**config.mk**
```make
export PLATFORM = sky130hd
export DESIGN_NAME = gp_gpio
export DESIGN_NICKNAME = d
export VERILOG_FILES = /design/src/gp_pkg.sv /design/src/gp_gpio.sv
export SDC_FILE = /design/constraint.sdc
export NUM_CORES = 1
export LEC_CHECK = 0
export BUFFER_PORTS_ARGS = -buffer_cell sky130_fd_sc_hd__buf_2
export CORE_UTILIZATION = 40
export DETAILED_ROUTE_END_ITERATION = 7
export HOLD_SLACK_MARGIN = 0.12
export PLACE_DENSITY_LB_ADDON = 0.05
export SLEW_MARGIN = 5
export SYNTH_ARGS = -nofsm -noshare
export SYNTH_HDL_FRONTEND = slang
export SYNTH_SLANG_ARGS = --single-unit
```
**constraint.sdc**
```tcl
create_clock -name clock_i -period 2.5 [get_ports clock_i]
set_input_delay 0.25 -clock clock_i [delete_from_list [all_inputs] [get_ports clock_i]]
set_output_delay 0.25 -clock clock_i [all_outputs]
set_load 0.005 [all_outputs]
```
**src/gp_pkg.sv**
```systemverilog
// gpio block package: port geometry, reset values, request carriers
// assumes a single system clock; all ports held as 8-bit lanes
package gp_pkg;

    // ****************************************
    // port geometry
    // ****************************************
    localparam int NPORT = 7;
    localparam int PW = 8;
    localparam int PIDX_W = 3;
    localparam int BIT_W = 3;
    localparam logic [PIDX_W-1:0] P_FIRST = 3'h0;
    localparam logic [PIDX_W-1:0] P_SECOND = 3'h1;
    localparam logic [PIDX_W-1:0] P_ANALOG = 3'h2;
    localparam logic [PIDX_W-1:0] P_FOURTH = 3'h3;
    localparam logic [PIDX_W-1:0] P_OPEN_DRAIN = 3'h4;
    localparam logic [PIDX_W-1:0] P_KEY = 3'h5;
    localparam logic [PIDX_W-1:0] P_CLOCK_PIN = 3'h6;

    // implemented bits of each port (7, 8, 8, 4, 2, 8, 5 bits)
    localparam logic [PW-1:0] WIDTH_MASK [NPORT] = '{8'h7f, 8'hff, 8'hff, 8'h0f, 8'h03, 8'hff,
        8'h1f};
    // bits that carry a pull-up option
    localparam logic [PW-1:0] PULL_MASK [NPORT] = '{8'h7f, 8'hff, 8'h00, 8'h0f, 8'h00, 8'hff,
        8'h01};
    // bits of the clock pin port that the oscillators may claim
    localparam logic [PW-1:0] CLOCK_CLAIM_MASK = 8'h1e;

    // ****************************************
    // reset values
    // ****************************************
    localparam logic [PW-1:0] DIR_RESET = 8'hff;
    localparam logic [PW-1:0] LATCH_RESET = 8'h00;
    localparam logic [PW-1:0] PULL_RESET = 8'h00;
    localparam logic [PW-1:0] ANALOG_CFG_RESET = 8'hff;
    localparam logic [PW-1:0] CLOCK_MODE_PORT = 8'h00;

    // ****************************************
    // register kinds
    // ****************************************
    typedef enum logic [1:0] {
        GP_REG_DIR = 2'h0,
        GP_REG_DATA = 2'h1,
        GP_REG_PULL = 2'h2,
        GP_REG_ANALOG = 2'h3
    } gp_reg_e;

    typedef logic [NPORT-1:0][PW-1:0] gp_bank_t;

    typedef struct packed {
        logic en;
        logic bit_mode;
        gp_reg_e kind;
        logic [PIDX_W-1:0] port;
        logic [BIT_W-1:0] bit_idx;
        logic [PW-1:0] data;
    } gp_wr_s;

    typedef struct packed {
        gp_reg_e kind;
        logic [PIDX_W-1:0] port;
    } gp_rd_s;

    typedef struct packed {
        gp_bank_t out;
        gp_bank_t oe;
        gp_bank_t pull;
    } gp_pad_s;

endpackage

```
**src/gp_gpio.sv**
```systemverilog
// multi-port general-purpose i/o block with per-bit direction, latch, pull-up
// assumes pins arrive asynchronously and the register port is on clock_i
// assumes software keeps the pin-sharing order; analog misuse is flagged, not blocked; drive on claimed clock pins is blocked, not flagged
`timescale 1ns/100ps
`default_nettype none

module gp_gpio (
    input wire logic clock_i,                           // system clock, 250 MHz
    input wire logic reset_i,                           // synchronous reset, high
    input wire gp_pkg::gp_wr_s wr_i,                    // register write request
    input wire gp_pkg::gp_rd_s rd_i,                    // register read select
    output var logic [gp_pkg::PW-1:0] rd_data_o,        // read data, one cycle later
    input wire gp_pkg::gp_bank_t pin_i,                 // pin levels, asynchronous
    output var gp_pkg::gp_pad_s pad_o,                  // pad drive, enable, pull-up
    input wire logic [gp_pkg::PW-1:0] clock_mode_i,     // clock operation mode value
    input wire logic [gp_pkg::BIT_W-1:0] channel_sel_i, // converter channel select
    output var logic [gp_pkg::PW-1:0] analog_target_o,  // pins under conversion
    output var logic analog_conflict_o                  // selected analog pin in output
);
    import gp_pkg::*;

    // ****************************************
    // helpers
    // ****************************************
    function automatic logic [PW-1:0] merge_write(input logic [PW-1:0] cur, input gp_wr_s w);
        logic [PW-1:0] res;
        res = cur;
        if (w.bit_mode) begin
            res[w.bit_idx] = w.data[0];
        end else begin
            res = w.data;
        end
        return res;
    endfunction

    function automatic logic [PW-1:0] claimed_bits(input logic [PIDX_W-1:0] p,
        input logic [PW-1:0] mode);
        logic [PW-1:0] res;
        res = '0;
        if (p == P_CLOCK_PIN && mode != CLOCK_MODE_PORT) begin
            res = CLOCK_CLAIM_MASK;
        end
        return res;
    endfunction

    function automatic logic [PW-1:0] analog_bits(input logic [PIDX_W-1:0] p,
        input logic [PW-1:0] cfg);
        logic [PW-1:0] res;
        res = '0;
        if (p == P_ANALOG) begin
            res = cfg;
        end
        return res;
    endfunction

    // per-port implemented bits; an unknown port index decodes to no bits
    function automatic logic [PW-1:0] width_bits(input logic [PIDX_W-1:0] p);
        logic [PW-1:0] res;
        res = '0;
        if (p == P_FIRST) begin
            res = WIDTH_MASK[P_FIRST];
        end else if (p == P_SECOND) begin
            res = WIDTH_MASK[P_SECOND];
        end else if (p == P_ANALOG) begin
            res = WIDTH_MASK[P_ANALOG];
        end else if (p == P_FOURTH) begin
            res = WIDTH_MASK[P_FOURTH];
        end else if (p == P_OPEN_DRAIN) begin
            res = WIDTH_MASK[P_OPEN_DRAIN];
        end else if (p == P_KEY) begin
            res = WIDTH_MASK[P_KEY];
        end else if (p == P_CLOCK_PIN) begin
            res = WIDTH_MASK[P_CLOCK_PIN];
        end
        return res;
    endfunction

    // per-port pull-up option bits; ports without the option decode to none
    function automatic logic [PW-1:0] pull_bits(input logic [PIDX_W-1:0] p);
        logic [PW-1:0] res;
        res = '0;
        if (p == P_FIRST) begin
            res = PULL_MASK[P_FIRST];
        end else if (p == P_SECOND) begin
            res = PULL_MASK[P_SECOND];
        end else if (p == P_ANALOG) begin
            res = PULL_MASK[P_ANALOG];
        end else if (p == P_FOURTH) begin
            res = PULL_MASK[P_FOURTH];
        end else if (p == P_OPEN_DRAIN) begin
            res = PULL_MASK[P_OPEN_DRAIN];
        end else if (p == P_KEY) begin
            res = PULL_MASK[P_KEY];
        end else if (p == P_CLOCK_PIN) begin
            res = PULL_MASK[P_CLOCK_PIN];
        end
        return res;
    endfunction

    // indices above the last port select nothing
    function automatic logic port_valid(input logic [PIDX_W-1:0] p);
        return p < PIDX_W'(NPORT);
    endfunction

    function automatic logic is_analog_cfg(input gp_reg_e k, input logic [PIDX_W-1:0] p);
        return k == GP_REG_ANALOG && p == P_ANALOG;
    endfunction

    // ****************************************
    // control registers
    // ****************************************
    gp_bank_t dir_q, dir_d;
    gp_bank_t latch_q, latch_d;
    gp_bank_t pull_q, pull_d;
    logic [PW-1:0] analog_cfg_q, analog_cfg_d;

    always_comb begin
        dir_d = dir_q;
        latch_d = latch_q;
        pull_d = pull_q;
        analog_cfg_d = analog_cfg_q;
        if (wr_i.en && port_valid(wr_i.port)) begin
            if (wr_i.kind == GP_REG_DIR) begin
                dir_d[wr_i.port] = merge_write(dir_q[wr_i.port], wr_i) |
                    ~width_bits(wr_i.port);
            end else if (wr_i.kind == GP_REG_DATA) begin
                latch_d[wr_i.port] = merge_write(latch_q[wr_i.port], wr_i) &
                    width_bits(wr_i.port);
            end else if (wr_i.kind == GP_REG_PULL) begin
                // option bits only where a pull-up exists
                pull_d[wr_i.port] = merge_write(pull_q[wr_i.port], wr_i) &
                    pull_bits(wr_i.port);
            end else if (is_analog_cfg(wr_i.kind, wr_i.port)) begin
                analog_cfg_d = merge_write(analog_cfg_q, wr_i);
            end
        end
    end

    always_ff @(posedge clock_i) begin
        if (reset_i) begin
            dir_q <= {NPORT{DIR_RESET}};
            latch_q <= {NPORT{LATCH_RESET}};
            pull_q <= {NPORT{PULL_RESET}};
            analog_cfg_q <= ANALOG_CFG_RESET;
        end else begin
            dir_q <= dir_d;
            latch_q <= latch_d;
            pull_q <= pull_d;
            analog_cfg_q <= analog_cfg_d;
        end
    end

    // ****************************************
    // pin input synchroniser
    // ****************************************
    gp_bank_t pin_meta_q, pin_meta_d;
    gp_bank_t pin_sync_q, pin_sync_d;

    // two stages before any logic reads a pin; only the second stage is used
    always_comb begin
        pin_meta_d = pin_i;
        pin_sync_d = pin_meta_q;
    end

    always_ff @(posedge clock_i) begin
        if (reset_i) begin
            pin_meta_q <= '0;
            pin_sync_q <= '0;
        end else begin
            pin_meta_q <= pin_meta_d;
            pin_sync_q <= pin_sync_d;
        end
    end

    // ****************************************
    // pad drive, per port
    // ****************************************
    gp_pad_s pad_d;
    gp_bank_t read_val;

    for (genvar p = 0; p < NPORT; p++) begin : g_port
        logic [PW-1:0] claim;
        logic [PW-1:0] analog;
        logic [PW-1:0] drive;
        logic [PW-1:0] impl_bits;
        logic [PW-1:0] pull_ok;
        assign impl_bits = width_bits(PIDX_W'(p));
        assign pull_ok = pull_bits(PIDX_W'(p));
        assign claim = claimed_bits(PIDX_W'(p), clock_mode_i);
        assign analog = analog_bits(PIDX_W'(p), analog_cfg_q);
        // direction zero turns the buffer on
        // claimed clock pins ignore direction and latch
        assign drive = ~dir_q[p] & impl_bits & ~claim;
        if (p == P_OPEN_DRAIN) begin : g_od
            // open drain pulls low only
            // a set latch releases the line; only the far side pulls it high
            assign pad_d.out[p] = '0;
            assign pad_d.oe[p] = drive & ~latch_q[p];
        end else begin : g_pp
            assign pad_d.out[p] = latch_q[p] & drive;
            assign pad_d.oe[p] = drive;
        end
        assign pad_d.pull[p] = pull_q[p] & pull_ok & dir_q[p] & ~analog & ~claim;
        // pin in input mode, latch in output mode
        assign read_val[p] = ((pin_sync_q[p] & dir_q[p] & ~analog) | (latch_q[p] & ~dir_q[p]))
            & impl_bits & ~claim;
    end

    // pads follow the control registers by one cycle so every pin comes from a flop
    always_ff @(posedge clock_i) begin
        if (reset_i) begin
            pad_o <= '0;
        end else begin
            pad_o <= pad_d;
        end
    end

    // ****************************************
    // analog target and read port
    // ****************************************
    logic [PW-1:0] target_d;
    logic conflict_d;
    logic [PW-1:0] rd_d;
    logic [PW-1:0] chan_onehot;

    always_comb begin
        chan_onehot = '0;
        chan_onehot[channel_sel_i] = 1'b1;
        target_d = chan_onehot & analog_cfg_q & dir_q[P_ANALOG];
        conflict_d = |(chan_onehot & analog_cfg_q & ~dir_q[P_ANALOG]);
        rd_d = '0;
        if (!port_valid(rd_i.port)) begin
            rd_d = '0;
        end else if (rd_i.kind == GP_REG_DIR) begin
            rd_d = dir_q[rd_i.port];
        end else if (rd_i.kind == GP_REG_DATA) begin
            rd_d = read_val[rd_i.port];
        end else if (rd_i.kind == GP_REG_PULL) begin
            rd_d = pull_q[rd_i.port];
        end else if (is_analog_cfg(rd_i.kind, rd_i.port)) begin
            rd_d = analog_cfg_q;
        end
    end

    always_ff @(posedge clock_i) begin
        if (reset_i) begin
            rd_data_o <= '0;
            analog_target_o <= '0;
            analog_conflict_o <= 1'b0;
        end else begin
            rd_data_o <= rd_d;
            analog_target_o <= target_d;
            analog_conflict_o <= conflict_d;
        end
    end

endmodule

`default_nettype wire

```
---- After elaboration in Yosys (flattened, before gate mapping) ----
Index checks and enable logic that the tools add are counted.
operators by class
  add/subtract/negate cells ............... 0
  multiply operators ...................... 0
  divide/modulo/power cells ............... 0
  order comparisons ....................... 9
  equality and inequality tests ........... 13
  shift operators ......................... 0
  multiplexer cells ....................... 66
  bitwise gates (word level) .............. 55
  reductions and logical operators ........ 16
operators with widths
  kind                count
  $mux 8              45
  $bwmux 56           3
  $bmux 8 s3          6
  $and 8x8->8         16
  $not 8->8           7
  $bwmux 8            4
  $or 8x8->8          4
  $demux 8 s3         1
  $and 5x8->8         2
  $lt 3x4->1 const B  4
  $and 7x7->7         2
  $and 5x5->5         2
  $mux 5              2
  $eq 3x2->1 const B  3
  $eq 3x3->1 const B  3
  $ge 3x1->1 const B  3
  $and 1x8->8         1
  $and 2x8->8         1
  $and 4x4->4         2
  $and 4x8->8         1
  $and 7x8->8         1
  $and 8x4->8         1
  $and 8x7->8         1
  $eq 2x2->1 const B  4
  other kinds (25)    40
storage, ports and cells
  flip-flop bits (word level) ............. 445
  latch bits .............................. 0
  memory bits (writable) .................. 0
  ROM bits ................................ 0
  input bits .............................. 92
  output and inout port bits .............. 185
  word-level logic and storage cells ...... 221
  memories kept ........................... 0

---- Longest topological paths before layout ----
Gate-level depths: netlist of run 1.
  depth after elaboration ................. 14
  mapped depth ............................ 9
  depth with buffers taken out ............ 7

---- Worst setup path after synthesis of run 1 ----
OpenSTA, ideal clock, no wires.
  path kind ............................... input-to-reg
  start point ............................. input wr_i[12] (netlist name)
  end point ............................... register dir_q[15] (netlist name)
  setup time .............................. 0.120 ns
  arrival time ............................ 1.723 ns
  data required time ...................... 2.380 ns
  slack ................................... 0.657 ns
  cell stages on the path ................. 8
  buffers on the path ..................... 2
  path through ............................ buf_6 -> buf_8 -> mux2_4 -> a221oi_1 -> a31oi_1 -> a311oi_2 -> nor2_1 -> a211o_1
on the way
  word-level cells in the longest chain between the ends .. 12
  elaborated cells between the ends (all ways) .. 31
  classes of those cells .................. order compare (3); eq/ne (5); mux (17); bitwise (2); reduce/logical (4)
RTL lines
  element                 RTL line        source
  start: declaration      gp_gpio.sv:10   input wire gp_pkg::gp_wr_s wr_i,
  $eq 3x3->1              gp_gpio.sv:70   end else if (p == P_KEY) begin
  $mux 8                  gp_gpio.sv:70
  $mux 8                  gp_gpio.sv:68   end else if (p == P_OPEN_DRAIN) begin
  $mux 8                  gp_gpio.sv:66   end else if (p == P_FOURTH) begin
  $mux 8                  gp_gpio.sv:64   end else if (p == P_ANALOG) begin
  $mux 8                  gp_gpio.sv:62   end else if (p == P_SECOND) begin
  $mux 8                  gp_gpio.sv:60   if (p == P_FIRST) begin
  $mux 8                  gp_gpio.sv:123  if (wr_i.kind == GP_REG_DIR) begin
  $mux 8                  gp_gpio.sv:122  if (wr_i.en && port_valid(wr_i.port)) begin
  $not 8->8               gp_gpio.sv:125  ~width_bits(wr_i.port);
  $or 8x8->8              gp_gpio.sv:124  dir_d[wr_i.port] = merge_write(dir_q[wr_i.port], wr_i) |
  $bwmux 56               gp_gpio.sv:124
  end signal: assignment  gp_gpio.sv:141  dir_q <= {NPORT{DIR_RESET}};
  end signal: assignment  gp_gpio.sv:146  dir_q <= dir_d;
  end: declaration        gp_gpio.sv:112  gp_bank_t dir_q, dir_d;
Several ways; a longest one is shown, not always the timed one. The select of a mux whose other input is x is not followed.
A chain may end at the register's enable or synchronous reset.

---- Worst setup path after layout of run 1 ----
  start point ............................. input clock_mode_i[6] (netlist name)
  end point ............................... register pad_o[163] (netlist name)
on the way
  word-level cells in the longest chain between the ends .. 5
RTL lines
  element                 RTL line        source
  start: declaration      gp_gpio.sv:15   input wire logic [gp_pkg::PW-1:0] clock_mode_i,
  $reduce_bool 8->1       gp_gpio.sv:40   if (p == P_CLOCK_PIN && mode != CLOCK_MODE_PORT) begin
  $mux 5                  gp_gpio.sv:40
  $not 8->8               gp_gpio.sv:193  assign drive = ~dir_q[p] & impl_bits & ~claim;
  $and 5x8->8             gp_gpio.sv:193
  $and 8x8->8             gp_gpio.sv:200  assign pad_d.out[p] = latch_q[p] & drive;
  end signal: assignment  gp_gpio.sv:214  pad_o <= pad_d;
  end: declaration        gp_gpio.sv:14   output var gp_pkg::gp_pad_s pad_o,
No other way between the ends.

==> flow_metrics.py, run 1 <==
metrics = {
    "routing": {
        "firstDrtPassIters": 5,
        "ant_nets": 0,
        "wirelength_um": 56090,
        "routed-via-count": 13110,
        "drt-wirelength-per-cell_um": 22.51,
        "drt-initial-drc-count": 1141,
        "drc": 0,
        "avgViaCountPerCell": 5.259,
    },
    "cells_and_area": {
        "postLayoutCellArea_sq_mm": 0.01982,
        "seq_area_sq_mm": 0.007707,
        "final_nets": 2034,
        "nFillCells": 3640,
        "instances_no_fill": 2492,
        "drive_above_1_share_pct": 22.61,
        "synthToLayoutAreaGrowth_pct": 24.57,
        "multi_input_area_sq_mm": 0.007441,
    },
    "critical_path": {
        "worst_ep_required_time_ns": 3.02,
        "crit_slowest_cell": "dlygate4sd3_1",
        "start_kind": "primary input",
        "cp_cell_sequence": "dlygate4sd3_1 -> buf_2 -> nor4_1 -> dlygate4sd3_1 -> nand3b_1 -> dlygate4sd3_1 -> nor2_1 -> and2_1",
        "crit_path_max_incr_delay_ns": 0.66,
        "critPathBufInv": 4,
        "worst-setup-path-type": "in2reg",
        "critical_path.top_delay_family": "buffers and inverters",
        "path_max_fanout": 3,
        "cp.arrival_ns": 2.86,
        "cpMostUsedCell": "dlygate4sd3_1",
        "worstSetupEndpointType": "flop",
    },
    "power_and_ir_drop": {
        "p_sw_mw": 3.363,
        "max-vdd-ir-drop_mv": 0.4491,
        "swShare_pct": 24.16,
        "power_density_mw_per_mm2": 702.0,
        "leakage_nw": 8.541,
        "power_frac_seq_pct": 45.1,
        "clkPwrFrac_pct": 47.2,
        "p_int_mw": 10.55,
        "combPwrFrac_pct": 7.6,
    },
    "sta": {
        "clock.fmax_ghz": 0.4284,
        "skew_ns": 0.01829,
        "setup_viol": 0,
        "period_share_pct": 93.37,
        "min_period_ns": 2.334,
        "hold_violations": 0,
        "maxSlewViolCount": 0,
        "hold_slack_ns": 0.1819,
        "setup_tns_ns": 0,
        "tightest_slew_ns": 1.197,
        "maxSlewHeadroom_pct": 19.87,
        "rsz0062_at_grt": "false",
    },
    "clock_network": {
        "cts_sinks": 385,
        "ctsHoldBuffers": 54,
        "cts_buffer_depth": 3,
        "clkTransAtPathRegs_ns": 0.06,
        "cts_max_level": 2,
        "cts_resized": 0,
        "numCtsBuffers": 43,
        "post_cts_buffers": 0,
        "cts_tree": "built",
        "clk_latency_ns": 0.58,
        "clock-root-buffer": "clkbuf_16",
    },
    "die": {
        "dieWidth_um": 201.5,
        "io_pins": 277,
        "core-area_sq_mm": 0.03892,
        "die-area_sq_mm": 0.04059,
        "num_rows": 72,
        "start_util_pct": 40.89,
        "die_h_um": 201.5,
    },
    "synthesis": {
        "syn-instance-count": 1627,
        "synth-seq-area-share_pct": 48.43,
        "netlist_area_sq_mm": 0.01591,
        "synth-main-ff-cell": "dfxtp_1",
        "ys_ff_latch": 385,
        "async_flop_share_pct": 0,
        "synth_edf_count": 0,
        "synth_cell_type_count": 68,
        "synth-warning-count": 0,
        "avgSynthCellArea_sq_um": 9.781,
    },
    "global_route": {
        "grt_start_max_net_pins": 127,
        "grt_use_total_pct": 27.15,
        "grt_pass1_wl_um": 80630,
        "grt-ovfl-total": 0,
        "grt_antenna_before_repair": 1,
        "grt_pass1_vias": 12410,
    },
    "placed_design": {
        "post-dp-hpwl_um": 42340,
        "gp_congestion": 0.9851,
        "placed_area_sq_mm": 0.01779,
        "dpl.cell_count": 2357,
        "io_buffer_count": 204,
    },
    "worst_hold_path": {
        "min_path_type": "in2reg",
    },
    "outcome": {
        "status": "finished, final reports clean",
    },
    "job": {
        "cap_violations": 0,
    },
}
[power groups by stage]
stage	registers (mW)	logic [mW]	clock network, mW
after floorplan	6.39	0.629	0
after global placement	6.42	0.982	0
after detailed placement	6.42	0.984	0
after CTS	6.28	1.05	6.71
after global routing	6.29	1.13	6.97
final	6.28	1.06	6.57
[registers in the layout, indices dropped and copies added (netlist names), 8 cells and up]
| register | count |
|---|---|
| rd_data_o | 8 |
| pad_o | 110 |
| analog_cfg_q | 8 |
| latch_q | 54 |
| pin_sync_q | 42 |
| pull_q | 56 |
| dir_q | 56 |
| analog_target_o | 8 |
| pin_meta_q | 42 |
[worst min-delay path, delay by kind of cell]
kind / cells / cell delay (ns)
buffers and inverters: 1 / 0.19
AO/OA/AOI/OAI: 2 / 0.25
[cell families (layout without fill, tap and decap cells)]
logic type	after synthesis	after routing	share of synthesized area [%]
AO/OA/AOI/OAI	276	276	12.06
flip-flops	385	385	48.43
adder cells (fa/ha/maj)	4	4	0.3145
AND/OR/NAND/NOR	617	617	19.78
other	1	59	0.02356
multiplexers	167	167	13.23
buffers and inverters	177	466	6.156
[cells in the mapped netlist (23+ instances only)]
library cell,instances,area (sq um)
dfxtp_1,385,7707
nor2_1,201,754.5
mux2i_1,120,1201
nor2b_1,115,719.4
nand2_1,83,311.6
and2_1,78,488.0
buf_4,61,457.9
a211oi_1,60,450.4
clkbuf_1,55,206.5
nand2b_1,55,344.1
o21ai_0,53,265.3
a21oi_1,36,180.2
mux4_2,25,563.0
buf_2,23,115.1
inv_1,23,86.33
[layout by cell type, fill, tap and decap left out, drive strengths merged, types with 6 or more instances in the layout]
cell,count
a211o,6
a211oi,60
a21oi,36
a22oi,15
a311oi,6
a31o,6
a31oi,11
and2,79
buf,308
clkbuf,60
clkinv,9
clkinvlp,6
conb,58
dfxtp,385
dlygate4sd3,54
inv,26
mux2,16
mux2i,120
mux4,31
nand2,86
nand2b,55
nand3,13
nand3b,7
nor2,201
nor2b,115
nor3,13
nor3b,10
nor4,7
o211ai,12
o21a,7
o21ai,54
o21bai,11
o22ai,13
o2bb2ai,7
or2,7
or3,14
[final timing paths]
check	slack, ns	to	from	depth (start not counted)
worst min-delay path	0.18	rd_data_o[2]	rd_i[3]	3
worst max-delay path	0.17	pad_o[163]	clock_mode_i[6]	8
worst min register to register	0.44	pin_sync_q[14]	pin_meta_q[14]	1
worst max register to register	0.59	rd_data_o[4]	dir_q[4]	6
[metrics by stage]
step / setup slack [ns] / power (mW) / util (%)
after floorplan: 0.6568 / 7.021 / -
after global placement: 0.06811 / 7.400 / 45.71
after detailed placement: 0.06603 / 7.403 / 45.71
after CTS: 0.2055 / 14.04 / 50.93
after global routing: 0.02416 / 14.39 / 50.93
final: 0.1657 / 13.92 / 50.94
[metal layers]
metal	vias up	wire length (um)	global-route usage (%)
met5	-	0	0
met4	0	2397	12.34
met3	107	4299	5.426
met2	578	24630	41.21
met1	6249	24760	37.11
li1	6171	-	-
[area by class of cell]
cell class / instances / share of cell area, %
Sequential cell: 385 / 38.88
Tap cell: 518 / 3.269
Clock inverter: 21 / 1.136
Inverter: 23 / 0.4355
Clock buffer: 59 / 6.394
Timing Repair Buffer: 363 / 12.34
Antenna cell: 1 / 0.01262
Multi-Input combinational cell: 1122 / 37.53
(Power assumes the default switching activity.)
==> run 2, diff against run 1 <==
- clock period: 2.5 -> 2.55 ns (I/O delays scaled with it)
==> run 2 against run 1 <==
Wire length fell by 0.97%. Utilization shrank 0.23 points. Die area unchanged. Cell count decreased by 0.56%. Via count shrank 0.98%. Clock power shrank 2%. Critical path depth stayed put. Critical endpoint is now pad_o[164]. Largest power group unchanged.
==> flow_metrics.py, run 2 (same netlist as run 1, synthesis figures left out) <==
metrics = {
    "outcome": {
        "status": "finished, final reports clean",
    },
    "critical_path": {
        "cp.arrival_ns": 2.76,
        "crit_slowest_cell": "dlygate4sd3_1",
        "critical_path.top_delay_family": "buffers and inverters",
        "crit_path_max_incr_delay_ns": 0.66,
        "cpMostUsedCell": "dlygate4sd3_1",
        "worst_ep_required_time_ns": 3.06,
        "critPathBufInv": 4,
        "worst-setup-path-type": "in2reg",
        "cp_cell_sequence": "dlygate4sd3_1 -> buf_2 -> nor4_1 -> dlygate4sd3_1 -> nand3b_1 -> dlygate4sd3_1 -> nor2_1 -> and2_1",
        "worstSetupEndpointType": "flop",
        "start_kind": "primary input",
        "path_max_fanout": 4,
    },
    "cells_and_area": {
        "postLayoutCellArea_sq_mm": 0.01974,
        "largest-register": "pad_o",
        "drive_above_1_share_pct": 22.24,
        "largest_reg_flops": 110,
        "largestRegisters": "pad_o x110, dir_q x56, pull_q x56",
        "n_antenna_cell": 0,
        "synthToLayoutAreaGrowth_pct": 24.02,
        "final_cell_mix": "dfxtp_1 (385), buf_2 (203), nor2_1 (201)",
        "final_nets": 2022,
        "layout_commonest_cell": "dfxtp_1",
    },
    "sta": {
        "clock.fmax_ghz": 0.4451,
        "setup_tns_ns": 0,
        "hold_violations": 0,
        "rsz0062_at_grt": "false",
        "maxSlewHeadroom_pct": 25.52,
        "period_share_pct": 88.11,
        "hold_slack_ns": 0.1906,
        "maxSlewViolCount": 0,
        "min_period_ns": 2.247,
        "tightest_slew_ns": 1.113,
        "skew_ns": 0.02060,
        "fin_ws_ns": 0.3032,
        "setup_viol": 0,
    },
    "routing": {
        "drt-initial-drc-count": 1012,
        "firstDrtPassIters": 6,
        "wirelength_um": 55540,
        "ant_nets": 0,
        "drc": 0,
        "drt-wirelength-per-cell_um": 22.41,
        "avgViaCountPerCell": 5.236,
        "routed-via-count": 12980,
    },
    "worst_hold_path": {
        "min_path_type": "in2reg",
    },
    "job": {
        "cap_violations": 0,
    },
    "global_route": {
        "grt_pass1_wl_um": 80150,
        "grt-ovfl-total": 0,
        "grt_use_total_pct": 26.90,
        "grt_pass1_vias": 12230,
        "grt_antenna_before_repair": 0,
        "grt_start_max_net_pins": 64,
    },
    "clock_network": {
        "cts_buffer_depth": 3,
        "cts_resized": 0,
        "clock-root-buffer": "clkbuf_16",
        "numCtsBuffers": 43,
        "ctsHoldBuffers": 50,
        "clkTransAtPathRegs_ns": 0.06,
        "cts_max_level": 2,
        "cts_sinks": 385,
        "clk_latency_ns": 0.57,
        "post_cts_buffers": 0,
        "cts_tree": "built",
    },
    "die": {
        "dieWidth_um": 201.5,
        "start_util_pct": 40.89,
        "die_h_um": 201.5,
        "io_pins": 277,
        "die-area_sq_mm": 0.04059,
        "core-area_sq_mm": 0.03892,
        "num_rows": 72,
    },
    "placed_design": {
        "dp_slack_ns": 0.07171,
        "gp_congestion": 0.9940,
        "placed_area_sq_mm": 0.01775,
        "post-dp-hpwl_um": 41880,
        "io_buffer_count": 204,
    },
    "power_and_ir_drop": {
        "leakage_nw": 8.514,
        "max-vdd-ir-drop_mv": 0.4561,
        "power_density_mw_per_mm2": 689.7,
    },
}
[run 2: worst reg2reg max path: cells and delay by family, from the launching register on]
kind	cells	cell delay (ns)
compound gates	4	1.15
simple gates	1	0.09
flops	1	0.53
[run 2: layout make-up]
| cell class | count | area (sq um) |
|---|---|---|
| clock buffers | 61 | 1296 |
| well taps | 518 | 648.1 |
| multi-input cells | 1122 | 7441 |
| flip-flops and latches | 385 | 7707 |
| clock inverters | 18 | 186.4 |
| fillers | 3695 | 19180 |
| repair buffers | 351 | 2371 |
| inverters | 23 | 86.33 |
[run 2: routing by layer]
metal	part of all wire (%)	global-route usage (%)
met3	7.5	5.394
met5	0	0
met2	44	40.49
met1	44	37.35
met4	4.1	11.44
[run 2: per-stage QoR]
| stage | util (%) | instances | total power, mW |
|---|---|---|---|
| floorplan | - | 1684 | 6.883 |
| global placement | 45.62 | 2349 | 7.256 |
| detailed placement | 45.62 | 2349 | 7.261 |
| CTS | 50.71 | 2478 | 13.73 |
| global route | 50.71 | 2478 | 14.09 |
| finish | 50.71 | 2478 | 13.61 |
[run 2: final timing paths]
path | start | depth (start not counted) | endpoint | slack, ns
worst max-delay path | clock_mode_i[2] | 8 | pad_o[164] | 0.30
worst min-delay path | wr_i[7] | 5 | latch_q[23] | 0.19
worst max register to register | dir_q[4] | 5 | rd_data_o[4] | 0.59
worst min register to register | pin_meta_q[4] | 1 | pin_sync_q[4] | 0.43
[run 2: power by group]
group | switching [mW] | internal (mW)
Combinational | 0.621 | 0.423
Clock | 2.55 | 3.85
Sequential | 0.0532 | 6.11
==> run 3, diff against run 2 <==
- CORE_UTILIZATION: 40 -> 35
==> run 3 against run 2 <==
Utilization shrank 6.1 points. Wire length grew 3.7%. Power up 0.86%. Cell count increased by 3.1%. Clock skew increased by 0.0027 ns. Worst hold slack got worse by 0.048 ns. Final area up 0.65%. Critical path depth down 3. Fmax up 19%. First-iteration DRC count increased by 6.4%. Largest power group unchanged. Non-clock buffer count rose by 7. Sequential share of layout area down 0.25 points.
==> flow_metrics.py, run 3 (same netlist as run 1, synthesis figures left out) <==
metrics = {
    "critical_path": {
        "worst_ep_required_time_ns": 2.98,
        "worstSetupEndpointType": "flop",
        "cp.arrival_ns": 2.32,
        "path_max_fanout": 7,
        "worst-setup-path-type": "reg2reg",
        "timing.rr.start": "dir_q[3]",
        "startpoint": "dir_q[3]",
        "start_kind": "flop",
    },
    "sta": {
        "min_period_ns": 1.895,
        "clock.fmax_ghz": 0.5278,
        "setup_viol": 0,
        "rsz0062_at_grt": "false",
        "setup_tns_ns": 0,
        "maxSlewHeadroom_pct": 37.69,
        "hold_violations": 0,
        "tightest_slew_ns": 0.9248,
        "maxSlewViolCount": 0,
        "skew_ns": 0.02330,
        "hold_slack_ns": 0.1422,
        "period_share_pct": 74.31,
    },
    "cells_and_area": {
        "largest_reg_flops": 110,
        "multi_input_area_sq_mm": 0.007441,
        "seq_area_sq_mm": 0.007707,
        "final_cell_mix": "dfxtp_1 (385), buf_2 (203), nor2_1 (201)",
        "largestRegisters": "pad_o x110, dir_q x56, pull_q x56",
        "largest-register": "pad_o",
        "postLayoutCoreUtil_pct": 44.63,
        "nFillCells": 4410,
        "final_nets": 2028,
        "layout_commonest_cell": "dfxtp_1",
        "drive_above_1_share_pct": 22.47,
        "synthToLayoutAreaGrowth_pct": 24.82,
    },
    "placed_design": {
        "post-dp-hpwl_um": 43790,
        "io_buffer_count": 204,
        "gp_congestion": 0.9429,
    },
    "clock_network": {
        "cts_max_level": 2,
        "cts_buffer_depth": 3,
        "cts_tree": "built",
        "clock-root-buffer": "clkbuf_16",
        "cts_sinks": 385,
        "clkTransAtPathRegs_ns": 0.07,
        "numCtsBuffers": 42,
        "clk_latency_ns": 0.58,
        "post_cts_buffers": 0,
    },
    "routing": {
        "wirelength_um": 57610,
        "drc": 0,
        "avgViaCountPerCell": 5.007,
        "routed-via-count": 12800,
        "firstDrtPassIters": 5,
        "drt-initial-drc-count": 1077,
        "ant_nets": 0,
        "drt-wirelength-per-cell_um": 22.54,
    },
    "global_route": {
        "grt_pass1_vias": 12460,
        "grt_start_max_net_pins": 88,
        "grt_pass1_wl_um": 83160,
        "grt_use_total_pct": 24.48,
        "grt-ovfl-total": 0,
        "grt_antenna_before_repair": 0,
    },
    "power_and_ir_drop": {
        "leakage_nw": 8.531,
        "max-vdd-ir-drop_mv": 0.4493,
        "power_density_mw_per_mm2": 691.2,
    },
    "die": {
        "die-area_sq_mm": 0.04633,
        "core-area_sq_mm": 0.04451,
        "dieWidth_um": 215.2,
        "start_util_pct": 35.75,
        "die_h_um": 215.2,
        "io_pins": 277,
        "num_rows": 77,
    },
    "worst_hold_path": {
        "min_path_type": "in2reg",
        "hold_path.startpoint": "reset_i",
    },
    "job": {
        "cap_violations": 0,
    },
    "outcome": {
        "status": "finished, final reports clean",
    },
}
## run 3: changes by cell type in the layout (fill, tap and decap cells not counted), sizes merged
cell / before / now
inv: 23 / 25
bufinv: 3 / 7
dlygate4sd3: 50 / 48
buf: 300 / 309
clkinv: 14 / 10
diode: 0 / 1
clkinvlp: 1 / 3
clkbuf: 62 / 54
## run 3: routing by layer
| metal | track usage (%) | part of all wire [%] |
|---|---|---|
| met1 | 33.43 | 46 |
| met2 | 38.16 | 45 |
| met3 | 4.034 | 5.8 |
| met4 | 10.28 | 3.8 |
| met5 | 0 | 0 |
## run 3: worst paths after layout
check             depth (start not counted)        endpoint  slack (ns)
setup / recovery                          5    rd_data_o[3]        0.66
hold reg to reg                           1  pin_sync_q[21]        0.43
setup reg to reg                          5    rd_data_o[3]        0.66
hold / removal                            2        pad_o[4]        0.14
## run 3: layout make-up
class | instances | share of cell area, %
diodes | 1 | 0.01260
inverters | 23 | 0.4346
multi-input cells | 1122 | 37.46
clock inverters | 22 | 1.531
well taps | 592 | 3.729
clock buffers | 53 | 5.858
repair buffers | 358 | 12.18
flip-flops and latches | 385 | 38.80
## run 3: report_power, final
part	switching (mW)	internal, mW	total [mW]
registers	0.0537	6.11	6.16
clock network	2.58	3.95	6.53
logic	0.618	0.422	1.04
total	3.25	10.5	13.7
## run 3: per-stage QoR
| step | cell area, sq um | std cells | total power, mW | setup slack (ns) |
|---|---|---|---|---|
| after floorplan | 16130 | 1684 | 6.883 | 0.7018 |
| after global placement | 17910 | 2432 | 7.264 | 0.2235 |
| after detailed placement | 17910 | 2432 | 7.266 | 0.1967 |
| after CTS | 19860 | 2555 | 13.85 | 0.6401 |
| after global routing | 19860 | 2555 | 14.17 | 0.4979 |
| final | 19860 | 2556 | 13.73 | 0.6552 |
## run 3: repair_timing
action	4_1_cts	5_1_grt
hold buffers	48	0
hold endpoints to repair	50	0
resized for setup	0	0
## run 3: critical path: stages (launching register included)
cell and delay [ns]:
dfxtp_1 0.55, nor2b_1 0.09, a211oi_1 0.22, a211oi_1 0.09
a211o_1 0.38, a311o_1 0.42
